<file path="src/design/clrc_cfg.svh">
// Constants for the lock and control register bank
`ifndef CLRC_CFG_SVH
`define CLRC_CFG_SVH

`define CLRC_ADDR_LOCK 8'h00
`define CLRC_ADDR_CONTROL 8'h01
`define CLRC_UNLOCK_KEY 8'h95
`define CLRC_LOCK_RESET 8'h00
`define CLRC_CONTROL_RESET 8'h08
`define CLRC_CONTROL_WMASK 8'h19
`define CLRC_ERROR_FORCE_FIELD_HI 4
`define CLRC_ERROR_FORCE_FIELD_LO 3
`define CLRC_RST_BIT 0
`define CLRC_ERROR_FORCE_FIELD_NOP 2'h0
`define CLRC_ERROR_FORCE_FIELD_SET 2'h1
`define CLRC_ERROR_FORCE_FIELD_CLEAR 2'h2
`define CLRC_CODE_RESET 16'h0000
`define CLRC_ERR_LOW_BYTE 8'h00

`endif

</file>
<file path="src/design/clrc_pkg.sv">
// Types for the lock and control register bank
package clrc_pkg;

    typedef struct packed {
        logic valid;
        logic tag;
        logic [15:0] payload;
    } clrc_frame_t;

    typedef struct packed {
        logic valid;
        logic [7:0] addr;
        logic [7:0] data;
    } clrc_cfg_write_t;

    typedef struct packed {
        logic [7:0] lock_key;
        logic [7:0] control;
        logic error;
        logic [15:0] code;
        clrc_cfg_write_t fwd;
    } clrc_state_t;

    typedef struct packed {
        logic [15:0] code;
    } clrc_out_state_t;

endpackage

</file>
<file path="src/design/clrc_output_select.sv">
// Output code selection between the live code and the fault level
`include "clrc_cfg.svh"

module clrc_output_select
    import clrc_pkg::*;
(
    input wire logic i_clock,
    input wire logic i_rst_b,
    input wire logic i_clk_en,
    input wire logic i_error,
    input wire logic [15:0] i_code,
    input wire logic i_fault_level_select,
    input wire logic [7:0] i_err_low,
    input wire logic [7:0] i_err_high,
    output logic [15:0] o_output_code
);

    clrc_out_state_t state;
    clrc_out_state_t next_state;

    ////////////////////////////////////////////////////////////////////////
    always_comb begin
        next_state = state;
        if (i_error) begin
            next_state.code = {(i_fault_level_select ? i_err_high : i_err_low), `CLRC_ERR_LOW_BYTE};
        end else begin
            next_state.code = i_code;
        end
    end

    always_ff @(posedge i_clock or negedge i_rst_b) begin
        if (!i_rst_b) begin
            state <= '{code: `CLRC_CODE_RESET};
        end else if (i_clk_en) begin
            state <= next_state;
        end
    end

    assign o_output_code = state.code;

endmodule

</file>
<file path="src/design/clrc_lock_control.sv">
// Lock register and first control register of the serial-fed converter
// Functional notes
// - Writing the unlock key to the lock register unlocks configuration.
// - Writing any other value to the lock register locks again.
// - Locked: configuration-frame writes to configuration registers are ignored.
// - Unlocked: output-code frames are not applied to the output.
// - Error-force field: 01 sets error, 10 clears, 00 and 11 do nothing.
// - Error-force field self-clears after acting.
// - Error condition is asserted from power-on until cleared.
// - A valid frame clears the error condition unless a pending set force, i_error_set or the reset bit acts in the same cycle.
// - Reset bit one restores the bank defaults like power-on, the output-select code register excepted; zero does nothing.
// - Reset bit clears itself once defaults are restored.
// - Tag one frame: address byte then data byte, MSB first.
// - Tag zero frame: sixteen-bit output code word.
// - In error, output is fault level byte over a zero low byte.
`include "clrc_cfg.svh"

module clrc_lock_control
    import clrc_pkg::*;
(
    input wire logic i_clock,
    input wire logic i_rst_b,
    input wire logic i_clk_en,
    input wire clrc_frame_t i_frame,
    input wire logic i_error_set,
    input wire logic i_fault_level_select,
    input wire logic [7:0] i_err_low,
    input wire logic [7:0] i_err_high,
    output logic [7:0] o_config_lock_key,
    output logic [7:0] o_error_force_and_reset_control,
    output logic o_unlocked,
    output logic o_error,
    output logic o_soft_reset,
    output clrc_cfg_write_t o_cfg_write,
    output logic [15:0] o_output_code_word,
    output logic [15:0] o_output_code
);

    clrc_state_t state;
    clrc_state_t next_state;
    logic [7:0] f_addr;
    logic [7:0] f_data;
    logic [1:0] error_force_field;

    function automatic logic is_unlocked(input logic [7:0] key);
        return key == `CLRC_UNLOCK_KEY;
    endfunction

    function automatic clrc_state_t defaults();
        clrc_state_t d;
        d.lock_key = `CLRC_LOCK_RESET;
        d.control = `CLRC_CONTROL_RESET;
        d.error = 1'b1;
        d.code = `CLRC_CODE_RESET;
        d.fwd = '0;
        return d;
    endfunction

    ////////////////////////////////////////////////////////////////////////
    assign f_addr = i_frame.payload[15:8];
    assign f_data = i_frame.payload[7:0];
    assign error_force_field = state.control[`CLRC_ERROR_FORCE_FIELD_HI:`CLRC_ERROR_FORCE_FIELD_LO];

    always_comb begin
        next_state = state;
        next_state.fwd = '0;
        if (state.control[`CLRC_RST_BIT]) begin
            // Bank back to defaults, reset bit included, the output-select code register excepted
            next_state = defaults();
        end else begin
            if (i_frame.valid) begin
                next_state.error = 1'b0;
                if (i_frame.tag) begin
                    if (f_addr == `CLRC_ADDR_LOCK) begin
                        next_state.lock_key = f_data;
                    end else if (is_unlocked(state.lock_key)) begin
                        if (f_addr == `CLRC_ADDR_CONTROL) begin
                            // Reserved bits held at zero whatever the master sends
                            next_state.control = f_data & `CLRC_CONTROL_WMASK;
                        end else begin
                            next_state.fwd = '{valid: 1'b1, addr: f_addr, data: f_data};
                        end
                    end
                end else if (!is_unlocked(state.lock_key)) begin
                    next_state.code = i_frame.payload;
                end
            end
            // A pending force acts after the frame clear, so a set survives
            if (error_force_field == `CLRC_ERROR_FORCE_FIELD_SET) begin
                next_state.error = 1'b1;
            end else if (error_force_field == `CLRC_ERROR_FORCE_FIELD_CLEAR) begin
                next_state.error = 1'b0;
            end
            if (!(i_frame.valid && i_frame.tag && f_addr == `CLRC_ADDR_CONTROL && is_unlocked(state.lock_key))) begin
                next_state.control[`CLRC_ERROR_FORCE_FIELD_HI:`CLRC_ERROR_FORCE_FIELD_LO] = `CLRC_ERROR_FORCE_FIELD_NOP;
            end
            // Other error sources win over any clear in the same cycle
            if (i_error_set) begin
                next_state.error = 1'b1;
            end
        end
    end

    always_ff @(posedge i_clock or negedge i_rst_b) begin
        if (!i_rst_b) begin
            state <= defaults();
        end else if (i_clk_en) begin
            state <= next_state;
        end
    end

    ////////////////////////////////////////////////////////////////////////
    assign o_config_lock_key = state.lock_key;
    assign o_error_force_and_reset_control = state.control;
    assign o_unlocked = is_unlocked(state.lock_key);
    assign o_error = state.error;
    assign o_soft_reset = state.control[`CLRC_RST_BIT] & i_clk_en;
    assign o_cfg_write = state.fwd;
    assign o_output_code_word = state.code;

    clrc_output_select u_output_select (
        .i_clock(i_clock),
        .i_rst_b(i_rst_b),
        .i_clk_en(i_clk_en),
        .i_error(state.error),
        .i_code(state.code),
        .i_fault_level_select(i_fault_level_select),
        .i_err_low(i_err_low),
        .i_err_high(i_err_high),
        .o_output_code(o_output_code)
    );

endmodule

</file>
<file path="config.mk">
export PLATFORM = sky130hd
export DESIGN_NAME = clrc_lock_control
export DESIGN_NICKNAME = d
export VERILOG_FILES = /design/src/design/clrc_pkg.sv /design/src/design/clrc_output_select.sv /design/src/design/clrc_lock_control.sv
export VERILOG_INCLUDE_DIRS = /design/src /design/src/design
export SDC_FILE = /design/constraint.sdc
export NUM_CORES = 1
export LEC_CHECK = 0
export BUFFER_PORTS_ARGS = -buffer_cell sky130_fd_sc_hd__buf_2
export CELL_PAD_IN_SITES_DETAIL_PLACEMENT = 2
export CELL_PAD_IN_SITES_GLOBAL_PLACEMENT = 2
export CORE_UTILIZATION = 32
export CTS_CLUSTER_SIZE = 30
export DETAILED_ROUTE_END_ITERATION = 12
export GPL_ROUTABILITY_DRIVEN = 0
export HOLD_SLACK_MARGIN = 0.15
export PLACE_DENSITY_LB_ADDON = 0.1
export SYNTH_ARGS = -nofsm -noshare
export SYNTH_HDL_FRONTEND = slang
export SYNTH_SLANG_ARGS = --single-unit
</file>
<file path="constraint.sdc">
create_clock -name i_clock -period 4 [get_ports i_clock]
set_clock_uncertainty 0.1 [all_clocks]
set_input_delay 0.2 -clock i_clock [delete_from_list [all_inputs] [get_ports i_clock]]
set_output_delay 0.2 -clock i_clock [all_outputs]
set_load 0.1 [all_outputs]
</file>
### Yosys cells after proc, flatten, opt, wreduce, memory -nomap -nowiden

Cells that the tools add are included.

* register bits after elaboration: 66
* input bits: 39

* equality and inequality tests: 12
* multiplexer cells: 19
* bitwise gates (word level): 1
* reductions and logical operators: 15

Operators with widths (count)
* $mux 50: 2
* $mux 17: 4
* $mux 16: 4
* $mux 8: 5
* $ne 3x3->1 const B: 5
* $reduce_and 6->1: 2
* $reduce_bool 2->1: 5
* $eq 8x1->1 const B: 1
* $eq 8x8->1 const B: 1
* $logic_not 8->1: 1
* $reduce_and 4->1: 2
* $reduce_bool 5->1: 1
* $ne 2x1->1 const B: 2
* $logic_and 1x1->1: 3
* $mux 1: 3
* $eq 2x1->1 const B: 1
* $eq 2x2->1 const B: 1
* $mux 2: 1
* $ne 2x2->1 const B: 1
* $reduce_and 2->1: 1
* $and 1x1->1: 1

### Depth between registers and ports, before layout

Gate-level depths: netlist of the first run.

* word-level depth: 10
* mapped depth: 7
* depth with buffers taken out: 5

### Modules after synthesis

From an unflattened synthesis of the first run, not the netlist that was laid out.

* cell total of the unflattened synthesis: 217
* area total of the unflattened synthesis: 2730.1 um^2

By module, submodules not included
* clrc_lock_control: instances 1, cells an instance 139, area each 1918.1 um^2, sequential area each 1128.6 um^2
* clrc_output_select: instances 1, cells an instance 78, area each 812.0 um^2, sequential area each 400.4 um^2

### Worst setup path after synthesis of the first run

OpenSTA, ideal clock, no wires.

* path kind: reg-to-reg
* from: register state, in the netlist o_error_force_and_reset_control[0]
* to: register state, in the netlist o_output_code_word[12]
* setup time: 0.122 ns
* data arrival time: 2.486 ns
* setup slack: 1.292 ns
* cell stages (with the launch flop): 5
* path buffers: 1
* period minus slack after synthesis: 2.708 ns
* cell sequence: dfrtp_1 > and2_1 > a31oi_4 > buf_2 > a22o_2

* word-level cells in the longest chain between the ends: 2
* elaborated cells between the ends (all ways): 5

RTL lines
* from (decl): line clrc_lock_control.sv:39 `clrc_state_t state;`
* from (signal assigned): line clrc_lock_control.sv:106 `state <= defaults();`
* from (signal assigned): line clrc_lock_control.sv:108 `state <= next_state;`
* $ne 2x1->1 (no source line) / $reduce_bool 2->1 (equally long branches)
* $reduce_and 4->1 (no source line)

Several ways; a longest one is shown, not always the timed one.
A chain may end at the register's enable or synchronous reset.

### Worst setup path in the final report of the first run

* from: register state, in the netlist o_config_lock_key[3]
* to: output port o_unlocked

* word-level cells in the longest chain between the ends: 1

RTL lines
* $eq 8x8->1 (no source line)
* to (decl): line clrc_lock_control.sv:31 `output logic o_unlocked,`

Every way passes these cells.

==> results list, run 1 <==
* Result of the run: finished, final reports clean
* Crit path cell chain: nand4bb_1 -> or2_1 -> inv_1 -> buf_2
- Arrival time of the worst setup path: approximately 1900 ps
* Maximum fanout along the worst path: 6
- EDFF count, synth: 0
- The later pin in the worst-skew pair is clocked with a latency of around 340 ps.
* Share of synthesized registers carrying an async set or reset: 1.00
- Utilization of the core after routing: 0.439
- The number of max-slew violations in the final report is 0.
- Number of top-level design ports: approximately 110
* Share of the clock period used by the worst path: 0.542
* Maximum capacitance violations: 0
- After detailed routing, the number of remaining DRC violations is 0.
* Worst slew pin tran: roughly 860 ps
- For this design the ratio of total power to cell area is about 510 mW/mm2.
- In this run the remaining antenna-violating nets after routing total 0.
* Num rows: 33
- Fin crit period: approximately 2200 ps
- STA classifies the critical path endpoint as a primary output.
- Required time of the worst setup path: between 3000 and 4000 ps
- Synthesis Warnings: 0
- Setup violations remaining at the end of the flow were counted as 0.
- The core region is about 0.0082 mm2.
- Path class of the lowest-slack min-delay path: in2reg
- Main area contributors after synthesis: dfrtp_1 55%, a22o_1 9.7%, mux2i_1 3.3%, o21ai_0 3.3%, inv_1 2.9%
- Post-DP Area: about 0.0032 mm2
* Number of vias per cell after detailed routing: about 5
- Number of fill cells: slightly above 900
* Timing-limited maximum frequency: between 400 and 500 MHz
- Horizontal die dimension: around 94 um
- After clock tree synthesis, the clock-pin slew on the worst setup and hold paths is 60 ps.
* Die Footprint: around 0.0088 mm2
* RSZ-0062 raised after global routing: no
* Area share of the leading cell type in the synthesized netlist: 0.547
* Buffer levels on the longest clock path: 2
- The final layout contains routed wiring with a total length of 8.40 mm.
* Worst voltage drop across the vdd grid: 0.164 mV
- The slowest stage of the critical path belongs to the cell buf_2.
* Grt ovf: 0
* Level count of the clock H-tree: 3
- After routing, the total negative slack on setup checks comes to 0 ps.
- TritonCTS built the clock tree.
- Pin count of the biggest net entering global routing: 39
- Number of antenna diodes: 0
* Count of buffers added by post-CTS timing repair for setup: 0
- The worst register-to-register path has a depth of 4.
- Number of detailed-routing iterations run before antenna repair: 4
- Synthesis produced a netlist whose cell count is between 200 and 250.
- Of the cells placed in the final design, the portion with a size suffix greater than 1 is 0.364.
* Initial drt markers: 95
* Number of CTS-inserted buffers: 9
* Finished Cell Area: between 0.003 and 0.004 mm2
* Largest area contributor in the synthesized netlist: dfrtp_1
- Post-CTS Hold Fix Bufs: 18
- Leakage: ~1.9 nW
- The first global-routing pass estimated approximately 13 mm of wire.
- From synthesis to final layout, the design area changed by 33.0%.
* Fraction of the yosys area taken by sequential cells: 0.567
- CTS Root Buffer Type: clkbuf_8
- Flop and latch count out of synthesis: 61
- dfrtp_1 is the most common cell in the netlist.
* Antenna violations before repair: 0
- The die is 93.8 um tall.
- Slew margin rel.: 0.428
- Path type of the worst setup path: reg2out
- The worst setup path is launched from a flip-flop.
- For this run, the post-layout net count is between 300 and 400.
* Number of unique standard cell types used by synthesis: 35
* Hold WS: a little over 200 ps
* Final Total Pwr: 1.83 mW
- Number of cells upsized or downsized after cts: 0
- Counting instances, the worst hold path has a depth of 2.
- Final hold vios: 0
- The cell area that synthesis handed to floorplanning was around 0.0027 mm2.
* Mean area per synthesized cell: ~12 um2
* Main flop type after synthesis: dfrtp_1
- PortBufs: approximately 100
- After detailed routing, the average wire length per cell comes to around 18 um.
* Vias in the first global route: ~2400
- Starting Density: 0.330
- GRT Total Usage: 0.206
- List of most frequent post-synthesis cells: 59 x dfrtp_1, 30 x a22o_1, 21 x inv_1, 18 x o21ai_0, 11 x nor2_1
* Delay of the slowest critical-path stage: between 400 and 500 ps
* Hpwl dp: between 6 and 7 mm
* Via count: 2274
- The tree built by TritonCTS fans out to 61 sinks.
-- metrics by stage --
stage          worst slack [ps]  cells
4_1_cts                    1810    457
2_1_floorplan              1290    234
3_5_place_dp               1800    423
6_report                   1830    457
5_1_grt                    1740    457
3_3_place_gp               1870    423
-- placed cells by master, fill, tap and decap left out, drive strengths merged, types with 2 or more instances in the layout --
master,instances
a21oi,2
mux2i,9
a211oi,9
dfstp,2
clkbuf,14
clkinv,2
and3,2
inv,21
buf,103
nand4bb,2
and2,2
dfrtp,59
a22o,32
conb,5
nor2,11
nand3b,8
dlygate4sd3,18
a21o,9
nand2,10
nor4,2
o21ai,18
-- cells by family after synthesis --
logic type | share of synthesized area
AO/OA/AOI/OAI | 0.214
flip-flops | 0.567
AND/OR/NAND/NOR | 0.107
buffers and inverters | 0.0775
multiplexers | 0.0334
other | 0.00139
-- metal layers --
| layer | GRT usage | up-vias | wire length [um] |
|---|---|---|---|
| met5 | 0 | - | 0 |
| met1 | 0.265 | 1165 | 3740 |
| met2 | 0.339 | 55 | 4220 |
| li1 | - | 1048 | - |
| met4 | 0.0615 | 0 | 92 |
| met3 | 0.0534 | 6 | 344 |
-- final cells by class --
type                    count  area [um2]  area share
clock buffers              14         163      0.0453
clock inverters             2        10.0     0.00279
inverters                  21        78.8      0.0220
multi-input cells         133         975       0.272
flip-flops and latches     61        1530       0.426
well taps                 105         131      0.0366
repair buffers            121         701       0.195
-- report_power, final --
group          switching, mW  internal, mW
Clock                  0.235         0.258
Sequential            0.0468         0.670
Combinational          0.509         0.110
Total                  0.791          1.04
-- path summary, 6_finish.rpt --
kind                                                      to  slack, ps                         startpoint
setup / recovery                                  o_unlocked       1830               o_config_lock_key[3]
hold / removal                                o_cfg_write[4]        210                           i_clk_en
setup reg to reg                              o_cfg_write[5]       2010               o_config_lock_key[3]
hold reg to reg            u_output_select.o_output_code[10]        380  u_output_select.o_output_code[10]
max in group asynchronous              o_output_code_word[8]       2550                            i_rst_b
min in group asynchronous   u_output_select.o_output_code[4]        410                            i_rst_b
-- flip-flops by register name, indices dropped and copies added, names as in the netlist --
register                         cells
o_cfg_write                         17
o_config_lock_key                    8
o_error                              1
o_error_force_and_reset_control      3
o_output_code_word                  16
u_output_select.o_output_code       16
-- critical path, delay by kind of cell (launching register included) --
kind / cells / cell delay, ps
simple gates: 2 / 540
flops: 1 / 400
buf+inv: 2 / 590
Power figures use the tool's default switching activity.
==> run 2, diff against run 1 <==
CORE_UTILIZATION = 27   (was 32)
clock period = 1.9 ns   (was 4 ns; I/O delays follow)
==> run 2 against run 1 <==
Combinational power is 120% higher. Critical path depth is 1 higher. Critical endpoint unchanged. Sequential power is 110% higher. Utilization is 2.7 points lower. Wire length is 7.2% higher. Non-clock buffer count is 23 higher. Clock power grew to 3.0 times the previous value. Worst hold slack worse by 54 ps. Sequential share of layout area is 3.8 points lower. Die area is 18% higher.
==> results list, run 2 (synthesis gave the netlist of run 1 again) <==
* Result of the run: finished, final reports clean (unchanged)
* Post-DP Area: 0.00342 mm2 (was 0.00323 mm2)
- Required time of the worst setup path: 1700 ps (was 3700 ps)
* Sequential Power Share: 0.347 (was 0.392)
- Buffer levels on the longest clock path: 2 (unchanged)
- Level count of the clock H-tree: 3 (unchanged)
* Die Footprint: 0.0104 mm2 (was 0.00880 mm2)
- The number of detailed-routing iterations run before antenna repair was 4 (unchanged).
* Grt ovf: 0 (unchanged)
- Maximum capacitance violations: 0 (unchanged)
- Via count: 2372 (was 2274)
* Die extent in y: 102 um (was 93.8 um)
* Worst slack after detailed placement: 23.5 ps (was 1800 ps)
- The total global routing track utilization came to 0.182 (was 0.206).
* Most common cell after layout, fill and taps aside: buf_2 (unchanged)
- Finished Cell Area: 0.00401 mm2 (was 0.00359 mm2)
- The final setup violation count is 0 (unchanged).
- RSZ-0062 raised after global routing: yes (was no).
- The root buffer cell is clkbuf_8 (unchanged).
- Num rows: 36 (was 33)
- Layout cells sized above 1: 0.421 (was 0.364)
- Path class of the lowest-slack min-delay path: in2reg (unchanged)
* Vias in the first global route: 2473 (was 2387)
- Switch share: 0.390 (was 0.433)
- Internal portion of total power: 2.65 mW (was 1.04 mW)
- Crit path cell chain: nand4bb_1 -> or2_4 -> buf_6 -> clkinvlp_4 -> buf_12 (was nand4bb_1 -> or2_1 -> inv_1 -> buf_2).
- Hold WS: 154 ps (was 208 ps)
* Average wire length per cell after detail routing: 17.7 um (was 18.4 um)
* Horizontal die dimension: 102 um (was 93.8 um)
- Antenna-violating nets left: 0 (unchanged)
* Psw: 1.70 mW (was 0.791 mW)
- The number of buffer cells added on primary ports is 101 (unchanged).
- Pin count of the biggest net entering global routing: 62 (was 39)
- Antenna violations before repair: 0 (unchanged)
- Path type of the worst setup path: reg2out (unchanged)
- Buffers and inverters on the worst path: 3 (was 2)
- Worst voltage drop across the vdd grid: 0.387 mV (was 0.164 mV)
- Delay-heaviest family, CP: simple AND/OR/NAND/NOR gates (was buffers and inverters)
- The detailed-route vias per instance came to 4.67 (was 4.98).
- Leakage: 2.02 nW (was 1.86 nW)
- The fraction of power consumed by the clock network was 0.345 (was 0.269).
- The area of the core was 0.00973 mm2 (was 0.00818 mm2).
- Hpwl dp: 5.97 mm (was 6.09 mm)
- The largest stage delay on the critical path was 480 ps (was 440 ps).
- The clock-pin slew of the registers on the worst-case setup and hold paths is 70 ps (was 60 ps).
* Number of CTS-inserted buffers: 9 (unchanged)
- The fraction of power consumed by combinational cells is 0.307 (was 0.339).
- The global-route wire length before repair was 13.9 mm (was 13.3 mm).
- The setup TNS after final layout came to 0 ps (unchanged).
* Maximum fanout along the worst path: 3 (was 6)
- Non-filler cells in the finished layout: 508 (was 457)
- Number of antenna diodes: 0 (unchanged)
* Final Total Pwr: 4.35 mW (was 1.83 mW)
- The number of nets in the layout is 409 (was 386).
- Type of origin of the critical path: flip-flop (unchanged)
- Highest-count cells in the layout ignoring fill and taps: 100 x buf_2, 50 x dfrtp_1, 30 x a22o_1, 29 x dlygate4sd3_1, 20 x inv_1 (was 101 x buf_2, 59 x dfrtp_1, 30 x a22o_1, 21 x inv_1)
* Arrival time of the worst setup path: 1700 ps (was 1870 ps)
- Area added between synthesis and finish: 48.6% (was 33.0%)
- The cell area power density was 1080 mW/mm2 (was 510 mW/mm2).
* Share of the clock period used by the worst path: 0.998
* Clock Sinks: 61 (unchanged)
* Final hold vios: 0 (unchanged)
* Fin crit period: between 1500 and 2000 ps
- For this run, the top clock speed supported by timing is roughly 530 MHz.
- Final Routed Wirelength: 9.00 mm (was 8.40 mm)
* Starting Density: 0.277 (was 0.330)
- The count of pins on the block boundary was 107 (unchanged).
- Placed cell count: 461 (was 423)
- Worst path setup slack after routing: 4.10 ps (was 1830 ps)
- The final design utilization came to 0.412 (was 0.439).
- Initial drt markers: 45 (was 95)
- The flip-flop count of the largest register after layout is 17 (unchanged).
* Number of fill cells: 1087 (was 907)
- The slowest library cell on the worst path was dfrtp_4 (was buf_2).
- Critical path endpoint category: primary output (unchanged)
* Slew Limit Fails: 0 (unchanged)
- Clk Latency, worst-skew pair: 340 ps (about the same)
- The count of unresolved DRC violations after routing was 0 (unchanged).
- The clock tree from TritonCTS was yes (unchanged).
## run 2: what timing repair did
action                     in CTS  in global routing
resized for setup               3                  4
pin swaps                       3                  0
hold buffers                   29                  0
buffers inserted                2                  0
hold endpoints to repair      108                  0
setup endpoints to repair      11                 23
## run 2: power groups by stage
stage,Combinational (mW),Sequential (mW),Clock (mW)
2_1_floorplan,0.245,2.31,0
3_3_place_gp,1.28,1.53,0
3_5_place_dp,1.29,1.54,0
4_1_cts,1.34,1.51,1.54
5_1_grt,1.39,1.53,1.59
6_report,1.34,1.51,1.50
## run 2: final timing paths
| path | cells after the start | slack (ps) | start | end |
|---|---|---|---|---|
| max | 5 | 4 | o_config_lock_key[3] | o_unlocked |
| min | 4 | 150 | i_err_high[2] | u_output_select.o_output_code[10] |
| max reg2reg | 6 | 70 | o_config_lock_key[3] | o_cfg_write[2] |
| min reg2reg | 1 | 380 | u_output_select.o_output_code[8] | u_output_select.o_output_code[8] |
| max in group asynchronous | 3 | 1190 | i_rst_b | o_error |
| min in group asynchronous | 3 | 200 | i_rst_b | u_output_select.o_output_code[5] |
## run 2: per-layer routing
layer	up-vias	global-route usage	wire length (um)
li1	1092	-	-
met1	1217	0.235	4070
met2	53	0.305	4510
met3	10	0.0431	326
met4	0	0.0538	95
met5	-	0	0
## run 2: layout make-up
class | count | area (um2) | share of cell area
clock buffer | 13 | 169 | 0.0421
inverter | 21 | 82.6 | 0.0206
multi-input combinational | 133 | 996 | 0.248
sequential | 61 | 1560 | 0.388
timing repair buffer | 144 | 948 | 0.237
clock inverter | 3 | 90.1 | 0.0225
tap | 133 | 166 | 0.0415
## run 2: worst min-delay path, delay by kind of cell
family / cells / cell delay (ps)
buffers and inverters: 1 / 90
AO/OA/AOI/OAI: 2 / 230
multiplexers: 1 / 140
==> run 3, diff against run 2 <==
CORE_UTILIZATION = 32   (was 27)
clock period = 2.27 ns   (was 1.9 ns; I/O delays follow)
==> run 3 against run 2 <==
Non-clock buffer count is 17 lower. First-iteration DRC count is 18% lower. Global-route usage is 2.2 points higher. Setup slack better by 130 ps. Sequential power is 17% lower. Critical endpoint is now o_error_force_and_reset_control[3]. Largest power group unchanged.
==> results list, run 3 (synthesis gave the netlist of run 1 again) <==
- Result of the run: finished, final reports clean (unchanged)
* Grt ovf: 0 (unchanged)
* Register-to-register setup slack: 170 ps (was 70 ps)
* Crit path cell chain: dlygate4sd3_1 -> clkbuf_4 -> nand2_1 -> dlygate4sd3_1 -> o21ai_0 -> dlygate4sd3_1 (was nand4bb_1 -> or2_4 -> buf_6 -> clkinvlp_4 -> buf_12)
- The biggest fanout along the worst timing path came to 24 (was 3).
- Setup crit start: i_clk_en (was o_config_lock_key[3])
* Critical register-to-register path startpoint: o_config_lock_key[6] (was o_config_lock_key[3])
- Area added between synthesis and finish: 38.3% (was 48.6%)
* # nets final: 392 (was 409)
- Pin count of the biggest net entering global routing: 62 (unchanged)
* Num rows: 33 (was 36)
- Arrival time of the worst setup path: 2310 ps (was 1700 ps)
- First-pass GRT wire length: 13.3 mm (was 13.9 mm)
* Count of buffers added by post-CTS timing repair for setup: 0 (was 2)
- Areal power density over the cells: 928 mW/mm2 (was 1080 mW/mm2)
- Die extent in y: 93.8 um (was 102 um)
- GRT Total Usage: 0.204 (was 0.182)
- The die width was 93.8 um (was 102 um).
* Starting Density: 0.330 (was 0.277)
- Maximum capacitance violations: 0 (unchanged)
- The CTS H-tree depth is 3 (unchanged).
* Clk Latency, worst-skew pair: 340 ps (about the same)
* Layout cells sized above 1: 0.391 (was 0.421)
- Slew Limit Fails: 0 (unchanged)
* Type of origin of the critical path: input port (was flip-flop)
- The path category of the worst min-delay check is in2reg (unchanged).
- Number of detailed-routing iterations run before antenna repair: 4 (unchanged)
* TritonCTS clock tree: yes (unchanged)
- The overall die area came to 0.00880 mm2 (was 0.0104 mm2).
* Timing-limited maximum frequency: approximately 470 MHz
- RSZ-0062 raised after global routing: no (was yes).
* Number of vias per cell after detailed routing: 5.00 (was 4.67)
* Path type of the worst setup path: in2reg (was reg2out)
- The number of buffers and inverters on the critical path came to 4 (was 3).
- The number of cells on the worst hold path was 4 (unchanged).
- Measured against its own limit, the worst slew margin works out to 0.503.
- Setup tns final: 0 ps (unchanged)
- The count of unresolved DRC violations after routing was 0 (unchanged).
* CP most frequent cell: dlygate4sd3_1
- The slowest library cell on the worst path was dlygate4sd3_1 (was dfrtp_4).
- The clock period could shrink to roughly 2100 ps.
* Number of flip-flops under the largest register name: 17 (unchanged)
- Final hold vios: 0 (unchanged)
- The critical path capture point type is a flip-flop (was primary output).
- The reg-to-reg endpoint is o_error_force_and_reset_control[3] (was o_cfg_write[2]).
- The post-detailed-placement half-perimeter wirelength came to 5.62 mm (was 5.97 mm).
- The clock sink count came to 61 (unchanged).
- Final Routed Wirelength: 8.38 mm (was 9.00 mm)
- Highest-count cells in the layout ignoring fill and taps: 100 x buf_2, 51 x dfrtp_1, 30 x a22o_1, 24 x dlygate4sd3_1, 20 x inv_1 (was 100 x buf_2, 50 x dfrtp_1, 30 x a22o_1, 29 x dlygate4sd3_1, 20 x inv_1)
- The number of cell instances on the worst register-to-register path was 6 (unchanged).
- Delay-heaviest family, CP: buffers and inverters (was simple AND/OR/NAND/NOR gates)
* Final Total Pwr: 3.46 mW (was 4.35 mW)
- Leakage: 1.91 nW (was 2.02 nW)
- The initial antenna violation count is 0 (unchanged).
- The largest stage delay on the critical path was 570 ps (was 480 ps).
- Number of top-level design ports: 107 (unchanged)
- Dividing the final minimum period by the clock period gives 0.939.
- Clock-pin slew on the worst setup and hold paths: 70 ps (about the same)
* Most common cell after layout, fill and taps aside: buf_2 (unchanged)
- The number of antenna diodes is 0 (unchanged).
- Required time of the worst setup path: 2450 ps (was 1700 ps)
- Buffer levels on the longest clock path: 2 (unchanged)
* Antenna-violating nets left: 0 (unchanged)
- The via count of the routed design was 2314 (was 2372).
- The total CTS buffers came to 9 (unchanged).
- Initial drt markers: 37 (was 45)
- Hold-critical path endpoint: u_output_select.o_output_code[9] (was u_output_select.o_output_code[10])
* CTS Root Buffer Type: clkbuf_8 (unchanged)
- Worst slew pin tran: 742 ps
- PortBufs: 101 (unchanged)
* Average wire length per cell after detail routing: 18.1 um (was 17.7 um)
* Launch point of the worst hold path: i_err_low[1] (was i_err_high[2])
- The final setup violation count was 0 (unchanged).
- The area of the core came to 0.00818 mm2 (was 0.00973 mm2).
* Vias in the first global route: 2477 (was 2473)
- The worst voltage drop across the vdd grid came to 0.321 mV (was 0.387 mV).
run 3: power by group:
| group | total [mW] | internal [mW] | leakage, nW | switching [mW] |
|---|---|---|---|---|
| sequential | 1.26 | 1.18 | 0.758 | 0.0818 |
| clock | 1.10 | 0.675 | 0.116 | 0.426 |
| combinational | 1.10 | 0.203 | 1.03 | 0.896 |
| total | 3.46 | 2.06 | 1.91 | 1.40 |
run 3: per-layer routing:
| layer | vias to the layer above | routed length, um | global-route usage |
|---|---|---|---|
| met5 | - | 0 | 0 |
| met4 | 0 | 97 | 0.0897 |
| met3 | 7 | 390 | 0.0396 |
| met2 | 68 | 4100 | 0.328 |
| met1 | 1182 | 3790 | 0.267 |
| li1 | 1057 | - | - |
run 3: repair_timing:
action / CTS / global route
hold buffers: 24 / 0
endpoints found under the setup margin: 0 / 1
hold endpoints to repair: 108 / 0
resized for setup: 0 / 1
run 3: worst max-delay path by stage:
stage / to / slack [ps] / cells after the start
after CTS: o_error_force_and_reset_control[3] / 110 / 6
after global routing: o_error_force_and_reset_control[3] / 60 / 6
after floorplan: o_output_code_word[12] / -10 / 7
final: o_error_force_and_reset_control[3] / 140 / 6
after global placement: o_cfg_write[8] / 300 / 4
after detailed placement: o_cfg_write[0] / 250 / 4
run 3: final cells by class:
| cell class | instances | area (um2) |
|---|---|---|
| Fill cell | 909 | 4450 |
| Timing Repair Buffer | 127 | 776 |
| Clock buffer | 12 | 155 |
| Multi-Input combinational cell | 133 | 976 |
| Clock inverter | 4 | 70.1 |
| Tap cell | 105 | 131 |
| Sequential cell | 61 | 1540 |
| Inverter | 21 | 82.6 |
run 3: stage by stage:
| step | cells | instance area, um2 | worst slack [ps] | hold WS [ps] | util |
|---|---|---|---|---|---|
| finish | 463 | 3730 | 138 | 164 | 0.456 |
| global route | 463 | 3730 | 60.4 | 166 | 0.456 |
| CTS | 463 | 3730 | 108 | 152 | 0.456 |
| detailed placement | 423 | 3260 | 252 | 56.2 | 0.399 |
| global placement | 423 | 3260 | 301 | 57.4 | 0.399 |
| floorplan | 234 | 2730 | -9.62 | -282 | - |
run 3: tightest hold or removal path, delay by kind of cell:
family / cells / cell delay, ps
buffers and inverters: 1 / 100
multiplexers: 1 / 120
AO/OA/AOI/OAI: 2 / 240
